===== src/include/spt_pkg.sv =====
// spt_pkg: constants and types shared by the self polling timer files
// assumes: nothing beyond a SystemVerilog compiler
package spt_pkg;

  // ***************************************************************
  // register map, byte offsets
  // ***************************************************************
  localparam logic [3:0] SPT_ADDR_CTRL    = 4'h0;
  localparam logic [3:0] SPT_ADDR_REFDIV  = 4'h1;
  localparam logic [3:0] SPT_ADDR_OFF_LO  = 4'h2;
  localparam logic [3:0] SPT_ADDR_OFF_HI  = 4'h3;
  localparam logic [3:0] SPT_ADDR_AON_LO  = 4'h4;
  localparam logic [3:0] SPT_ADDR_AON_HI  = 4'h5;
  localparam logic [3:0] SPT_ADDR_BON_LO  = 4'h6;
  localparam logic [3:0] SPT_ADDR_BON_HI  = 4'h7;
  localparam logic [3:0] SPT_ADDR_CHAN    = 4'h8;
  localparam logic [3:0] SPT_ADDR_STATUS  = 4'h9;

  // ***************************************************************
  // field positions and reset values
  // ***************************************************************
  localparam int         SPT_CTRL_RUN_BIT   = 2;
  localparam int         SPT_CTRL_DUAL_BIT  = 3;
  localparam int         SPT_CHAN_B_POS     = 4;
  localparam logic [7:0] SPT_RST_CTRL       = 8'h00;
  localparam logic [7:0] SPT_RST_REFDIV     = 8'h01;
  localparam logic [7:0] SPT_RST_OFF_LO     = 8'h01;
  localparam logic [7:0] SPT_RST_OFF_HI     = 8'h00;
  localparam logic [7:0] SPT_RST_ON_LO      = 8'h01;
  localparam logic [7:0] SPT_RST_ON_HI      = 8'h00;
  localparam logic [7:0] SPT_RST_CHAN       = 8'h11;

  // ***************************************************************
  // timing: system clock prescale before the reference divider
  // ***************************************************************
  localparam int         SPT_PRESCALE       = 64;
  localparam int         SPT_PRESCALE_W     = 6;
  localparam int         SPT_TIME_W         = 14;
  localparam logic [13:0] SPT_TIME_ZERO     = 14'h0000;

  // ***************************************************************
  // polling modes and sequencer states
  // ***************************************************************
  localparam logic [1:0] SPT_MODE_CONST     = 2'h0;
  localparam logic [1:0] SPT_MODE_FFB       = 2'h1;
  localparam logic [1:0] SPT_MODE_MIXED     = 2'h2;

  typedef enum logic [2:0] {
    SPT_IDLE,
    SPT_ON_A,
    SPT_ON_B,
    SPT_HOLD,
    SPT_OFF,
    SPT_RUN
  } spt_state_e;

endpackage


===== src/include/spt_tick_if.sv =====
// spt_tick_if: reference tick and period timer handshake
// assumes: one clock domain, driven by spt_top
`timescale 1ns/1ns
`default_nettype none
interface spt_tick_if;
  import spt_pkg::*;
  logic                  tick;
  logic                  load;
  logic [SPT_TIME_W-1:0] count;
  logic                  expired;
  modport refgen (output tick);
  modport timer  (input tick, input load, input count, output expired);
  modport ctrl   (input tick, output load, output count, input expired);
endinterface
`default_nettype wire


===== src/logic/spt_top.sv =====
// spt_top: self polling timer and control sequencer
// assumes: receiver front end gives sync, wake-up and fail as levels
// Operation
// - constant mode: on time bounds each channel
// - separate on times for config A and B
// - constant period: off plus every channel on
// - fast fall back shuts receiver early
// - sync search runs beside wake-up search
// - no sync before timeout abandons channel
// - held sync keeps evaluating until decided or the on window ends
// - failed channel hops next or sleeps
// - fast mode uses only config A on time
// - one A on time covers all channels
// - early shutdown leaves on timer running
// - fast period constant: on plus off
// - one window bounds all channels together
// - mixed: A constant, B fast fall back
// - mixed: B on time bounds all B
// - mixed period: off, A per channel, B once
// - fast period equals off plus on
// - two-bit mode select 00 01 10
// - reference divide 64 then value, 0 is 256
// - off time count, zero means 16384
// - wake-up enters run mode
`timescale 1ns/1ns
`default_nettype none
module spt_top
  import spt_pkg::*;
(
  input  wire logic       clk_in,
  input  wire logic       rst_n_in,
  input  wire logic [3:0] addr_in,
  input  wire logic [7:0] wdata_in,
  input  wire logic       wr_in,
  input  wire logic       rd_in,
  output logic      [7:0] rdata_out,
  input  wire logic       sync_found_in,
  input  wire logic       sync_timeout_in,
  input  wire logic       wakeup_in,
  input  wire logic       wakeup_fail_in,
  input  wire logic       run_exit_in,
  output logic            rx_on_out,
  output logic            cfg_b_out,
  output logic      [3:0] channel_out,
  output logic            hop_out,
  output logic            run_mode_out
);

  // ***************************************************************
  // reset release
  // ***************************************************************
  logic rst_s1_q, rst_n_q;
  always_ff @(posedge clk_in or negedge rst_n_in) begin
    if (!rst_n_in) begin
      rst_s1_q <= 1'b0;
      rst_n_q  <= 1'b0;
    end else begin
      rst_s1_q <= 1'b1;
      rst_n_q  <= rst_s1_q;
    end
  end

  // ***************************************************************
  // registers
  // ***************************************************************
  logic [7:0] ctrl_q, ctrl_d, refdiv_q, refdiv_d;
  logic [7:0] off_lo_q, off_lo_d, off_hi_q, off_hi_d;
  logic [7:0] aon_lo_q, aon_lo_d, aon_hi_q, aon_hi_d;
  logic [7:0] bon_lo_q, bon_lo_d, bon_hi_q, bon_hi_d;
  logic [7:0] chan_q, chan_d, rdata_q, rdata_d;
  spt_state_e state_q, state_d;
  logic [3:0] ch_q, ch_d;
  logic       rx_q, rx_d, hop_q, hop_d;

  always_comb begin
    ctrl_d   = ctrl_q;
    refdiv_d = refdiv_q;
    off_lo_d = off_lo_q;
    off_hi_d = off_hi_q;
    aon_lo_d = aon_lo_q;
    aon_hi_d = aon_hi_q;
    bon_lo_d = bon_lo_q;
    bon_hi_d = bon_hi_q;
    chan_d   = chan_q;
    if (wr_in) begin
      unique case (addr_in)
        SPT_ADDR_CTRL:   ctrl_d   = wdata_in & 8'h0f;
        SPT_ADDR_REFDIV: refdiv_d = wdata_in;
        SPT_ADDR_OFF_LO: off_lo_d = wdata_in;
        SPT_ADDR_OFF_HI: off_hi_d = wdata_in & 8'h3f;
        SPT_ADDR_AON_LO: aon_lo_d = wdata_in;
        SPT_ADDR_AON_HI: aon_hi_d = wdata_in & 8'h3f;
        SPT_ADDR_BON_LO: bon_lo_d = wdata_in;
        SPT_ADDR_BON_HI: bon_hi_d = wdata_in & 8'h3f;
        SPT_ADDR_CHAN:   chan_d   = wdata_in;
        default:         ;
      endcase
    end
    rdata_d = 8'h00;
    if (rd_in) begin
      unique case (addr_in)
        SPT_ADDR_CTRL:   rdata_d = ctrl_q;
        SPT_ADDR_REFDIV: rdata_d = refdiv_q;
        SPT_ADDR_OFF_LO: rdata_d = off_lo_q;
        SPT_ADDR_OFF_HI: rdata_d = off_hi_q;
        SPT_ADDR_AON_LO: rdata_d = aon_lo_q;
        SPT_ADDR_AON_HI: rdata_d = aon_hi_q;
        SPT_ADDR_BON_LO: rdata_d = bon_lo_q;
        SPT_ADDR_BON_HI: rdata_d = bon_hi_q;
        SPT_ADDR_CHAN:   rdata_d = chan_q;
        SPT_ADDR_STATUS: rdata_d = {1'b0, 3'(state_q), ch_q};
        default:         rdata_d = 8'h00;
      endcase
    end
  end

  always_ff @(posedge clk_in or negedge rst_n_q) begin
    if (!rst_n_q) begin
      ctrl_q   <= SPT_RST_CTRL;
      refdiv_q <= SPT_RST_REFDIV;
      off_lo_q <= SPT_RST_OFF_LO;
      off_hi_q <= SPT_RST_OFF_HI;
      aon_lo_q <= SPT_RST_ON_LO;
      aon_hi_q <= SPT_RST_ON_HI;
      bon_lo_q <= SPT_RST_ON_LO;
      bon_hi_q <= SPT_RST_ON_HI;
      chan_q   <= SPT_RST_CHAN;
      rdata_q  <= 8'h00;
    end else begin
      ctrl_q   <= ctrl_d;
      refdiv_q <= refdiv_d;
      off_lo_q <= off_lo_d;
      off_hi_q <= off_hi_d;
      aon_lo_q <= aon_lo_d;
      aon_hi_q <= aon_hi_d;
      bon_lo_q <= bon_lo_d;
      bon_hi_q <= bon_hi_d;
      chan_q   <= chan_d;
      rdata_q  <= rdata_d;
    end
  end

  // ***************************************************************
  // timer stage
  // ***************************************************************
  spt_tick_if tick_if ();

  spt_ref_timer u_ref (
    .clk_in     (clk_in),
    .rst_n_in   (rst_n_q),
    .divider_in (refdiv_q),
    .tick_if    (tick_if.refgen)
  );

  spt_period_timer u_per (
    .clk_in   (clk_in),
    .rst_n_in (rst_n_q),
    .tick_if  (tick_if.timer)
  );

  // ***************************************************************
  // sequencer
  // ***************************************************************
  logic [1:0]            mode;
  logic                  run_en, dual;
  logic [3:0]            a_cnt, b_cnt;
  logic [SPT_TIME_W-1:0] off_t, aon_t, bon_t;
  logic                  a_fast, b_fast, ch_fast, ch_end, last_ch;
  logic                  load_d, load_q;
  logic [SPT_TIME_W-1:0] cnt_d, cnt_q;

  assign mode    = ctrl_q[1:0];
  assign run_en  = ctrl_q[SPT_CTRL_RUN_BIT];
  assign dual    = ctrl_q[SPT_CTRL_DUAL_BIT];
  assign a_cnt   = (chan_q[3:0] == 4'h0) ? 4'h1 : chan_q[3:0];
  assign b_cnt   = (chan_q[7:4] == 4'h0) ? 4'h1 : chan_q[7:4];
  assign off_t   = {off_hi_q[5:0], off_lo_q};
  assign aon_t   = {aon_hi_q[5:0], aon_lo_q};
  assign bon_t   = {bon_hi_q[5:0], bon_lo_q};
  // mixed mode: A constant, B fast
  assign a_fast  = (mode == SPT_MODE_FFB);
  assign b_fast  = (mode == SPT_MODE_FFB) || (mode == SPT_MODE_MIXED);
  assign ch_fast = (state_q == SPT_ON_A) ? a_fast : b_fast;
  // held sync waits for a decision
  assign ch_end  = ch_fast &&
                   ((sync_timeout_in && !sync_found_in) || wakeup_fail_in);
  // single config never counts B channels
  assign last_ch = (state_q == SPT_ON_A) ?
                   (ch_q + 4'h1 == a_cnt) && !dual :
                   (ch_q + 4'h1 == b_cnt);

  always_comb begin
    state_d = state_q;
    ch_d    = ch_q;
    rx_d    = rx_q;
    hop_d   = 1'b0;
    load_d  = 1'b0;
    cnt_d   = cnt_q;
    unique case (state_q)
      SPT_IDLE: begin
        if (run_en) begin
          state_d = SPT_ON_A;
          ch_d    = 4'h0;
          rx_d    = 1'b1;
          load_d  = 1'b1;
          cnt_d   = aon_t;
        end
      end
      SPT_ON_A, SPT_ON_B: begin
        if (wakeup_in) begin
          // wake-up leaves polling for run mode
          state_d = SPT_RUN;
        end else if (ch_end && !last_ch) begin
          hop_d = 1'b1;
          if (state_q == SPT_ON_A && ch_q + 4'h1 == a_cnt) begin
            state_d = SPT_ON_B;
            ch_d    = 4'h0;
          end else begin
            ch_d = ch_q + 4'h1;
          end
        end else if (ch_end) begin
          // timer keeps running to full on time
          state_d = SPT_HOLD;
          rx_d    = 1'b0;
        end else if (tick_if.expired) begin
          hop_d = 1'b1;
          if (state_q == SPT_ON_A && !a_fast && !last_ch &&
              ch_q + 4'h1 != a_cnt) begin
            ch_d   = ch_q + 4'h1;
            load_d = 1'b1;
          end else if (state_q == SPT_ON_A && !a_fast && dual) begin
            state_d = SPT_ON_B;
            ch_d    = 4'h0;
            load_d  = !b_fast || 1'b1;
            cnt_d   = bon_t;
          end else if (state_q == SPT_ON_B && !b_fast && !last_ch) begin
            ch_d   = ch_q + 4'h1;
            load_d = 1'b1;
          end else begin
            // last window done, count the off time
            state_d = SPT_OFF;
            rx_d    = 1'b0;
            hop_d   = 1'b0;
            load_d  = 1'b1;
            cnt_d   = off_t;
          end
        end
      end
      SPT_HOLD: begin
        if (tick_if.expired) begin
          state_d = SPT_OFF;
          load_d  = 1'b1;
          cnt_d   = off_t;
        end
      end
      SPT_OFF: begin
        if (!run_en) begin
          state_d = SPT_IDLE;
        end else if (tick_if.expired) begin
          // fast mode window from A on time
          state_d = SPT_ON_A;
          ch_d    = 4'h0;
          rx_d    = 1'b1;
          load_d  = 1'b1;
          cnt_d   = aon_t;
        end
      end
      SPT_RUN: begin
        if (run_exit_in) begin
          state_d = SPT_IDLE;
          rx_d    = 1'b0;
        end
      end
      default: state_d = SPT_IDLE;
    endcase
    if (!run_en && state_q != SPT_RUN) begin
      state_d = SPT_IDLE;
      rx_d    = 1'b0;
    end
  end

  // mixed mode B window loaded once for all B channels
  always_ff @(posedge clk_in or negedge rst_n_q) begin
    if (!rst_n_q) begin
      state_q <= SPT_IDLE;
      ch_q    <= 4'h0;
      rx_q    <= 1'b0;
      hop_q   <= 1'b0;
      load_q  <= 1'b0;
      cnt_q   <= SPT_TIME_ZERO;
    end else begin
      state_q <= state_d;
      ch_q    <= ch_d;
      rx_q    <= rx_d;
      hop_q   <= hop_d;
      load_q  <= load_d;
      cnt_q   <= cnt_d;
    end
  end

  assign tick_if.load  = load_q;
  assign tick_if.count = cnt_q;

  logic cfg_b_q, run_q;
  always_ff @(posedge clk_in or negedge rst_n_q) begin
    if (!rst_n_q) begin
      cfg_b_q <= 1'b0;
      run_q   <= 1'b0;
    end else begin
      cfg_b_q <= (state_d == SPT_ON_B);
      run_q   <= (state_d == SPT_RUN);
    end
  end

  assign rdata_out    = rdata_q;
  assign rx_on_out    = rx_q;
  assign cfg_b_out    = cfg_b_q;
  assign channel_out  = ch_q;
  assign hop_out      = hop_q;
  assign run_mode_out = run_q;
endmodule
`default_nettype wire


===== src/logic/spt_ref_timer.sv =====
// spt_ref_timer: fsys/64 prescaler and 8-bit reference divider
// assumes: synchronous reset copy from the top
`timescale 1ns/1ns
`default_nettype none
module spt_ref_timer
  import spt_pkg::*;
(
  input  wire logic       clk_in,
  input  wire logic       rst_n_in,
  input  wire logic [7:0] divider_in,
  spt_tick_if.refgen      tick_if
);
  logic [SPT_PRESCALE_W-1:0] pre_q, pre_d;
  logic [7:0]                div_q, div_d;
  logic                      tick_q, tick_d;

  // ***************************************************************
  // divider
  // ***************************************************************
  // divide by 64 then by value, zero is 256
  always_comb begin
    pre_d  = pre_q + 6'h01;
    div_d  = div_q;
    tick_d = 1'b0;
    if (pre_q == 6'(SPT_PRESCALE - 1)) begin
      if (div_q + 8'h01 == divider_in) begin
        div_d  = 8'h00;
        tick_d = 1'b1;
      end else begin
        div_d  = div_q + 8'h01;
      end
    end
  end

  always_ff @(posedge clk_in or negedge rst_n_in) begin
    if (!rst_n_in) begin
      pre_q  <= '0;
      div_q  <= 8'h00;
      tick_q <= 1'b0;
    end else begin
      pre_q  <= pre_d;
      div_q  <= div_d;
      tick_q <= tick_d;
    end
  end

  assign tick_if.tick = tick_q;
endmodule
`default_nettype wire


===== src/logic/spt_period_timer.sv =====
// spt_period_timer: counts reference ticks down from a loaded value
// assumes: load and tick from the same clock domain
`timescale 1ns/1ns
`default_nettype none
module spt_period_timer
  import spt_pkg::*;
(
  input  wire logic  clk_in,
  input  wire logic  rst_n_in,
  spt_tick_if.timer  tick_if
);
  logic [SPT_TIME_W:0] cnt_q, cnt_d;
  logic                exp_q, exp_d;

  // ***************************************************************
  // countdown
  // ***************************************************************
  // zero count means full 16384 periods
  always_comb begin
    cnt_d = cnt_q;
    exp_d = 1'b0;
    if (tick_if.load) begin
      cnt_d = (tick_if.count == SPT_TIME_ZERO) ?
              {1'b1, SPT_TIME_ZERO} : {1'b0, tick_if.count};
    end else if (tick_if.tick && cnt_q != '0) begin
      cnt_d = cnt_q - 15'h0001;
      exp_d = (cnt_q == 15'h0001);
    end
  end

  always_ff @(posedge clk_in or negedge rst_n_in) begin
    if (!rst_n_in) begin
      cnt_q <= '0;
      exp_q <= 1'b0;
    end else begin
      cnt_q <= cnt_d;
      exp_q <= exp_d;
    end
  end

  assign tick_if.expired = exp_q;
endmodule
`default_nettype wire


===== config.mk =====
export PLATFORM = sky130hd
export DESIGN_NAME = spt_top
export DESIGN_NICKNAME = d
export VERILOG_FILES = /design/src/include/spt_pkg.sv /design/src/include/spt_tick_if.sv /design/src/logic/spt_top.sv /design/src/logic/spt_ref_timer.sv /design/src/logic/spt_period_timer.sv
export SDC_FILE = /design/constraint.sdc
export NUM_CORES = 1
export LEC_CHECK = 0
export BUFFER_PORTS_ARGS = -buffer_cell sky130_fd_sc_hd__buf_4
export CAP_MARGIN = 30
export CORE_UTILIZATION = 40
export DETAILED_ROUTE_END_ITERATION = 10
export MAX_ROUTING_LAYER = met4
export SYNTH_ARGS = -nofsm -noshare
export SYNTH_HDL_FRONTEND = slang
export SYNTH_SLANG_ARGS = --single-unit

===== constraint.sdc =====
create_clock -name clk_in -period 7.06 [get_ports clk_in]
set_input_delay 0.706 -clock clk_in [delete_from_list [all_inputs] [get_ports clk_in]]
set_output_delay 0.706 -clock clk_in [all_outputs]
set_load 0.005 [all_outputs]

== Yosys cells after proc, flatten, opt, wreduce, memory -nomap -nowiden ==
Cells that the tools add are included.
W data, S select, Z words.
Storage, ports and cells
  bits in registers: 129
  bits in latches: 0
  bits in writable memories: 0
  ROM bits: 0
  input port bits: 21
  logic and storage cells: 202
  memories kept: 0
Cells by class
  $add $sub $neg: 4
  multiply operators: 0
  div/mod/pow operators: 0
  magnitude comparators: 0
  eq/ne operators: 48
  shift operators: 0
  mux-type cells: 81
  bitwise logic cells: 0
  reductions and logical operators: 44
Operators with widths (number)
  $mux W14: 11
  $pmux W8 S10: 1
  $pmux W14 S4: 1
  $mux W4: 13
  $mux W15: 3
  $mux W3: 14
  $mux W1: 32
  $ne A3 B3 Y1 const B: 8
  $reduce_and A11 Y1: 2
  $reduce_and A2 Y1: 9
  $eq A4 B3 Y1 const B: 4
  $mux W8: 2
  $eq A15 B1 Y1 const B: 1
  $pmux W3 S5: 1
  $reduce_bool A15 Y1: 1
  $sub A15 B1 Y15 const B: 1
  $logic_not A14 Y1: 1
  $logic_and A1 B1 Y1: 13
  $logic_not A4 Y1: 3
  $ne A2 B2 Y1 const B: 6
  $ne A4 B4 Y1 const B: 3
  $pmux W4 S3: 1
  $eq A3 B2 Y1 const B: 3
  $eq A3 B3 Y1 const B: 3
  27 further kinds: 40

== Logic depth before layout (Yosys ltp) ==
  depth after elaboration: 17
  mapped depth: 10
  mapped depth without buffers: 9

== Hierarchy ==
From an unflattened synthesis, not the netlist that was laid out.
Second synthesis, totals
  cell total of the unflattened synthesis: 690
  area total of the unflattened synthesis: 7241.9 um^2
By module, submodules not included
  spt_top: instances 1, cells an instance 471, area each 5211.2 um^2, seq. area each 2459.9 um^2
  spt_period_timer: instances 1, cells an instance 120, area each 1054.8 um^2, seq. area each 400.4 um^2
  spt_ref_timer: instances 1, cells an instance 99, area each 975.9 um^2, seq. area each 375.4 um^2

== Worst setup path before layout ==
Ideal clock, no wire load.
  path type: register to register
  from: register ch_q[0] (netlist: channel_out[0])
  to: register cnt_q[10]
  arrival: 2.415 ns
  data required time: 6.935 ns
  slack: 4.520 ns
  cell stages (with the launch flop): 10
  path buffers: 1
  period minus slack after synthesis: 2.540 ns
  path through: dfrtp_1 ha_1 xnor2_1 nand3_2 or4_4 nand2_4 and3b_1 o21ai_4 buf_12 mux2_4
On the way
  word-level cells in the longest chain between the ends: 9
RTL lines
  start: declaration: RTL line spt_top.sv:72  | logic [3:0] ch_q, ch_d;
  start signal: assignment: RTL line spt_top.sv:293  | ch_q <= ch_d;
  $add A4 B1 Y4 *: RTL line spt_top.sv:189, spt_top.sv:190, spt_top.sv:228
  $eq A4 B4 Y1: RTL line spt_top.sv:189  | (ch_q + 4'h1 == a_cnt) && !dual :
  $logic_and A1 B1 Y1: RTL line spt_top.sv:189
  $mux W1: RTL line spt_top.sv:188  | assign last_ch = (state_q == SPT_ON_A) ?
  $logic_not A1 Y1: RTL line spt_top.sv:213, spt_top.sv:227, spt_top.sv:236
  $logic_and A1 B1 Y1 (2 in series): RTL line spt_top.sv:227  | if (state_q == SPT_ON_A && !a_fast && !last_ch &&
  $ne A2 B2 Y1 (no source line)
  $reduce_and A11 Y1 (no source line) *
  end signal: assignment: RTL line spt_top.sv:297  | cnt_q <= cnt_d;
  end: declaration: RTL line spt_top.sv:170  | logic [SPT_TIME_W-1:0] cnt_d, cnt_q;
Mark *: on every way between the ends. The rest lies on a longest branch, timed or not.
A chain may end at the register's enable or synchronous reset.

== Final worst setup path ==
  from: register ch_q[0] (netlist: channel_out[0])
  to: register cnt_q[1]
The elaborated chain is that of the path after synthesis.

==> results.cfg <==
[status]
status = completed

[global_routing]
grt_usage = 0.220
grt_pass1_vias = 5513
grt_max_degree = 66
grt.overflow.total = 0
antenna_found_initial = 0
grt_pass1_wl_um = 29600

[worst_setup_path]
critPathLaunchType = register
r2r_cells = 8
critical_path.max_stage_delay_ps = 490
critical_path_class = reg2reg
r2r_setup_slack_ps = 4030
reg2reg_to = cnt_q[1]$_DFFE_PN0P_
path_cells = ha_1 -> xnor2_1 -> a21oi_1 -> a2bb2oi_1 -> o21ai_0 -> and3b_1 -> o21ai_4 -> mux2_2
worstPathMaxFanout = 14
crit_required_ps = 7360
arrival_ps = 3330
r2r_start = channel_out[0]$_DFFE_PN0P_
cp_slowest_cell = dfrtp_1
end_kind = register

[sta]
hold_violations = 0
setup_viol = 0
finClkSkew_ps = 9.33
drv_slew = 0
relSlewSlack = 0.444
tightestPinTransition_ps = 834
period_share = 0.430
fmax_mhz = 330
tns_ps = 0
rsz0062_at_grt = false
fin_crit_ps = 3030
setup_slack_ps = 4030

[synth]
ys.flop_type = dfrtp_1
syn_nets = 726
syn-cell-area_sq_mm = 0.00708
syn-instance-count = 699
async_flop_share = 1.00
yosysWarnings = 0
synth_area_per_cell_sq_um = 10.1
synth_seq_cells = 129
ys_seq_area_frac = 0.457
synth_cell_type_count = 73
synth_edf_count = 0

[cts]
clk_transition_reported_paths_ps = 60
numCtsBuffers = 17
worstSkewPairLatency_ps = 420
cts_tree = built
clock_sinks = 129
cts_resized = 0
cts_root_buf = clkbuf_16
postCtsHoldBufs = 0
cts.htree.levels = 4
post_cts_buffers = 0
clk_path_buf_depth = 2

[route]
dr.first_iter.drc_count = 548
wl_per_cell_um = 19.0
firstDrtPassIters = 8
vias = 5553
routed_wirelength_um = 18200
post_drt_via_cell_ratio = 5.78
drc_errors = 0
antenna_left = 0

[floorplan]
initial_core_util = 0.409
dieWidth_um = 135
die_height_um = 135
dieArea_sq_mm = 0.0182
core_sq_mm = 0.0173
row_count = 48
boundaryPins = 37

[power_and_ir_drop]
p_leak_uw = 0.00343
vdd_drop_max_mv = 0.203
power_per_cell_area_mw_per_mm2 = 355

[cells_and_area]
finalNetCount = 750
area_growth_pct = 13.6
final_layout_size_suffix_gt1_frac = 0.231
antenna_cells = 0

[worst_hold_path]
min_path_type = in2async

[flow_run]
maxCapViolations = 0

[placed_design]
place.gp.congestion = 0.976
dp_hpwl_um = 13000
io_buffers = 36
dpl_worst_slack_ps = 4040
-- worst max-delay path, delay by kind of cell, from the launching register on --
kind                       cells  cell delay, ps
and+or+nand+nor                1             250
DFF                            1             490
xor gates and xnor gates       1             150
muxes                          1             390
adders and majority gates      1             430
AOI/OAI and AO/OA              4            1190
-- stage by stage --
stage	hold slack (ps)	std cells	power, uW	util	area [sq um]
6_report	53.7	961	2860	0.465	8050
5_1_grt	30.3	961	3030	0.465	8050
4_1_cts	39.9	961	2870	0.465	8050
3_5_place_dp	341	929	2020	0.433	7490
3_3_place_gp	338	928	1990	0.433	7480
2_1_floorplan	331	699	1790	-	7080
-- layout make-up --
| class | instances | area [sq um] |
|---|---|---|
| Sequential cell | 129 | 3240 |
| Clock inverter | 11 | 108 |
| Multi-Input combinational cell | 515 | 3590 |
| Fill cell | 1628 | 9250 |
| Clock buffer | 21 | 450 |
| Inverter | 20 | 75.1 |
| Timing Repair Buffer | 40 | 300 |
| Tap cell | 225 | 282 |
-- power by group --
| group | internal [uW] | switching (uW) | leakage [uW] | total [uW] |
|---|---|---|---|---|
| sequential | 924 | 236 | 0.00159 | 1160 |
| clock | 496 | 343 | 0.000268 | 839 |
| combinational | 414 | 446 | 0.00157 | 859 |
| total | 1830 | 1020 | 0.00343 | 2860 |
-- state kept, by name (all words and copies together) (netlist names), 8 cells and up --
name         count
refdiv_q         8
rdata_out        8
chan_q           8
off_lo_q         8
u_per.cnt_q     15
cnt_q           14
bon_lo_q         8
u_ref.div_q      8
aon_lo_q         8
-- kinds of logic (layout without fill, tap and decap cells) --
kind of cell / count (synthesis) / after routing / share of synthesized area
adders and majority gates: 7 / 7 / 0.0120
xor gates and xnor gates: 34 / 34 / 0.0431
and+or+nand+nor: 230 / 230 / 0.154
DFF: 129 / 129 / 0.457
other: 1 / 1 / 0.000530
buffers and inverters: 55 / 92 / 0.0357
AOI/OAI and AO/OA: 147 / 147 / 0.141
muxes: 96 / 96 / 0.157
-- synth_stat cells (2+ instances only) --
master	instances	area, sq um
nand3_1	23	115
mux2_2	71	800
xor2_1	11	96.3
a222oi_1	2	20.0
nor2b_1	14	87.6
nand2_1	76	285
inv_1	19	71.3
a221oi_1	3	26.3
nand2b_1	6	37.5
ha_1	6	75.1
o211ai_1	3	22.5
o21bai_1	2	15.0
mux2i_1	14	140
nand4_1	3	18.8
and2_1	2	12.5
a31oi_1	13	81.3
and3_1	2	12.5
clkbuf_1	22	82.6
o31ai_1	8	60.1
nor3_1	15	75.1
o22ai_1	4	25.0
nor3b_1	2	15.0
dfstp_2	6	158
a22oi_1	21	158
nor4_1	7	43.8
buf_6	3	33.8
a41oi_1	2	17.5
nor2_1	61	229
o32ai_1	3	26.3
a2111oi_0	2	17.5
a22o_1	5	43.8
buf_1	5	18.8
dfrtp_1	123	3080
or2_2	3	18.8
o21ai_0	39	195
a21oi_1	23	115
xnor2_1	22	193
mux2_4	10	150
or3_1	6	37.5
buf_2	3	15.0
and4_1	2	17.5
-- worst max path at each step --
stage | startpoint | endpoint | slack [ps] | depth (start not counted)
after global placement | channel_out[0]$_DFFE_PN0P_ | cnt_q[3]$_DFFE_PN0P_ | 4100 | 8
after CTS | channel_out[0]$_DFFE_PN0P_ | cnt_q[3]$_DFFE_PN0P_ | 4030 | 8
after floorplan | rst_n_q$_DFF_PN0_ | aon_hi_q[0]$_DFFE_PN0P_ | 3210 | 0
final | channel_out[0]$_DFFE_PN0P_ | cnt_q[1]$_DFFE_PN0P_ | 4030 | 8
after detailed placement | channel_out[0]$_DFFE_PN0P_ | cnt_q[3]$_DFFE_PN0P_ | 4040 | 8
after global routing | channel_out[0]$_DFFE_PN0P_ | cnt_q[1]$_DFFE_PN0P_ | 3810 | 8
-- routing by layer --
layer	vias up	GRT usage	wire length, um	part of all wire
li1	2566	-	-	-
met1	2789	0.282	8100	0.44
met2	163	0.334	8780	0.48
met3	35	0.0574	978	0.054
met4	0	0.0780	357	0.020
met5	-	-	0	0
-- placed cells by master, fill, tap and decap left out, types with 4 or more instances in the layout --
| cell | netlist | final |
|---|---|---|
| mux2_4 | 10 | 10 |
| xnor2_1 | 22 | 22 |
| nor3_1 | 15 | 15 |
| a22oi_1 | 21 | 21 |
| a21oi_1 | 23 | 23 |
| mux2i_1 | 14 | 14 |
| dfrtp_1 | 123 | 122 |
| a31oi_1 | 13 | 13 |
| nand2b_1 | 6 | 6 |
| clkinv_4 | 0 | 4 |
| buf_4 | 1 | 40 |
| ha_1 | 6 | 6 |
| xor2_1 | 11 | 11 |
| a22o_1 | 5 | 5 |
| o22ai_1 | 4 | 4 |
| nand2_1 | 76 | 76 |
| nor2b_1 | 14 | 14 |
| inv_1 | 19 | 19 |
| nand3_1 | 23 | 23 |
| nor2_1 | 61 | 61 |
| nor4_1 | 7 | 7 |
| dfstp_2 | 6 | 6 |
| o31ai_1 | 8 | 8 |
| o21ai_0 | 39 | 39 |
| or3_1 | 6 | 6 |
| clkbuf_16 | 0 | 17 |
| mux2_2 | 71 | 71 |
Note: power is estimated with default switching activity, not from simulation.
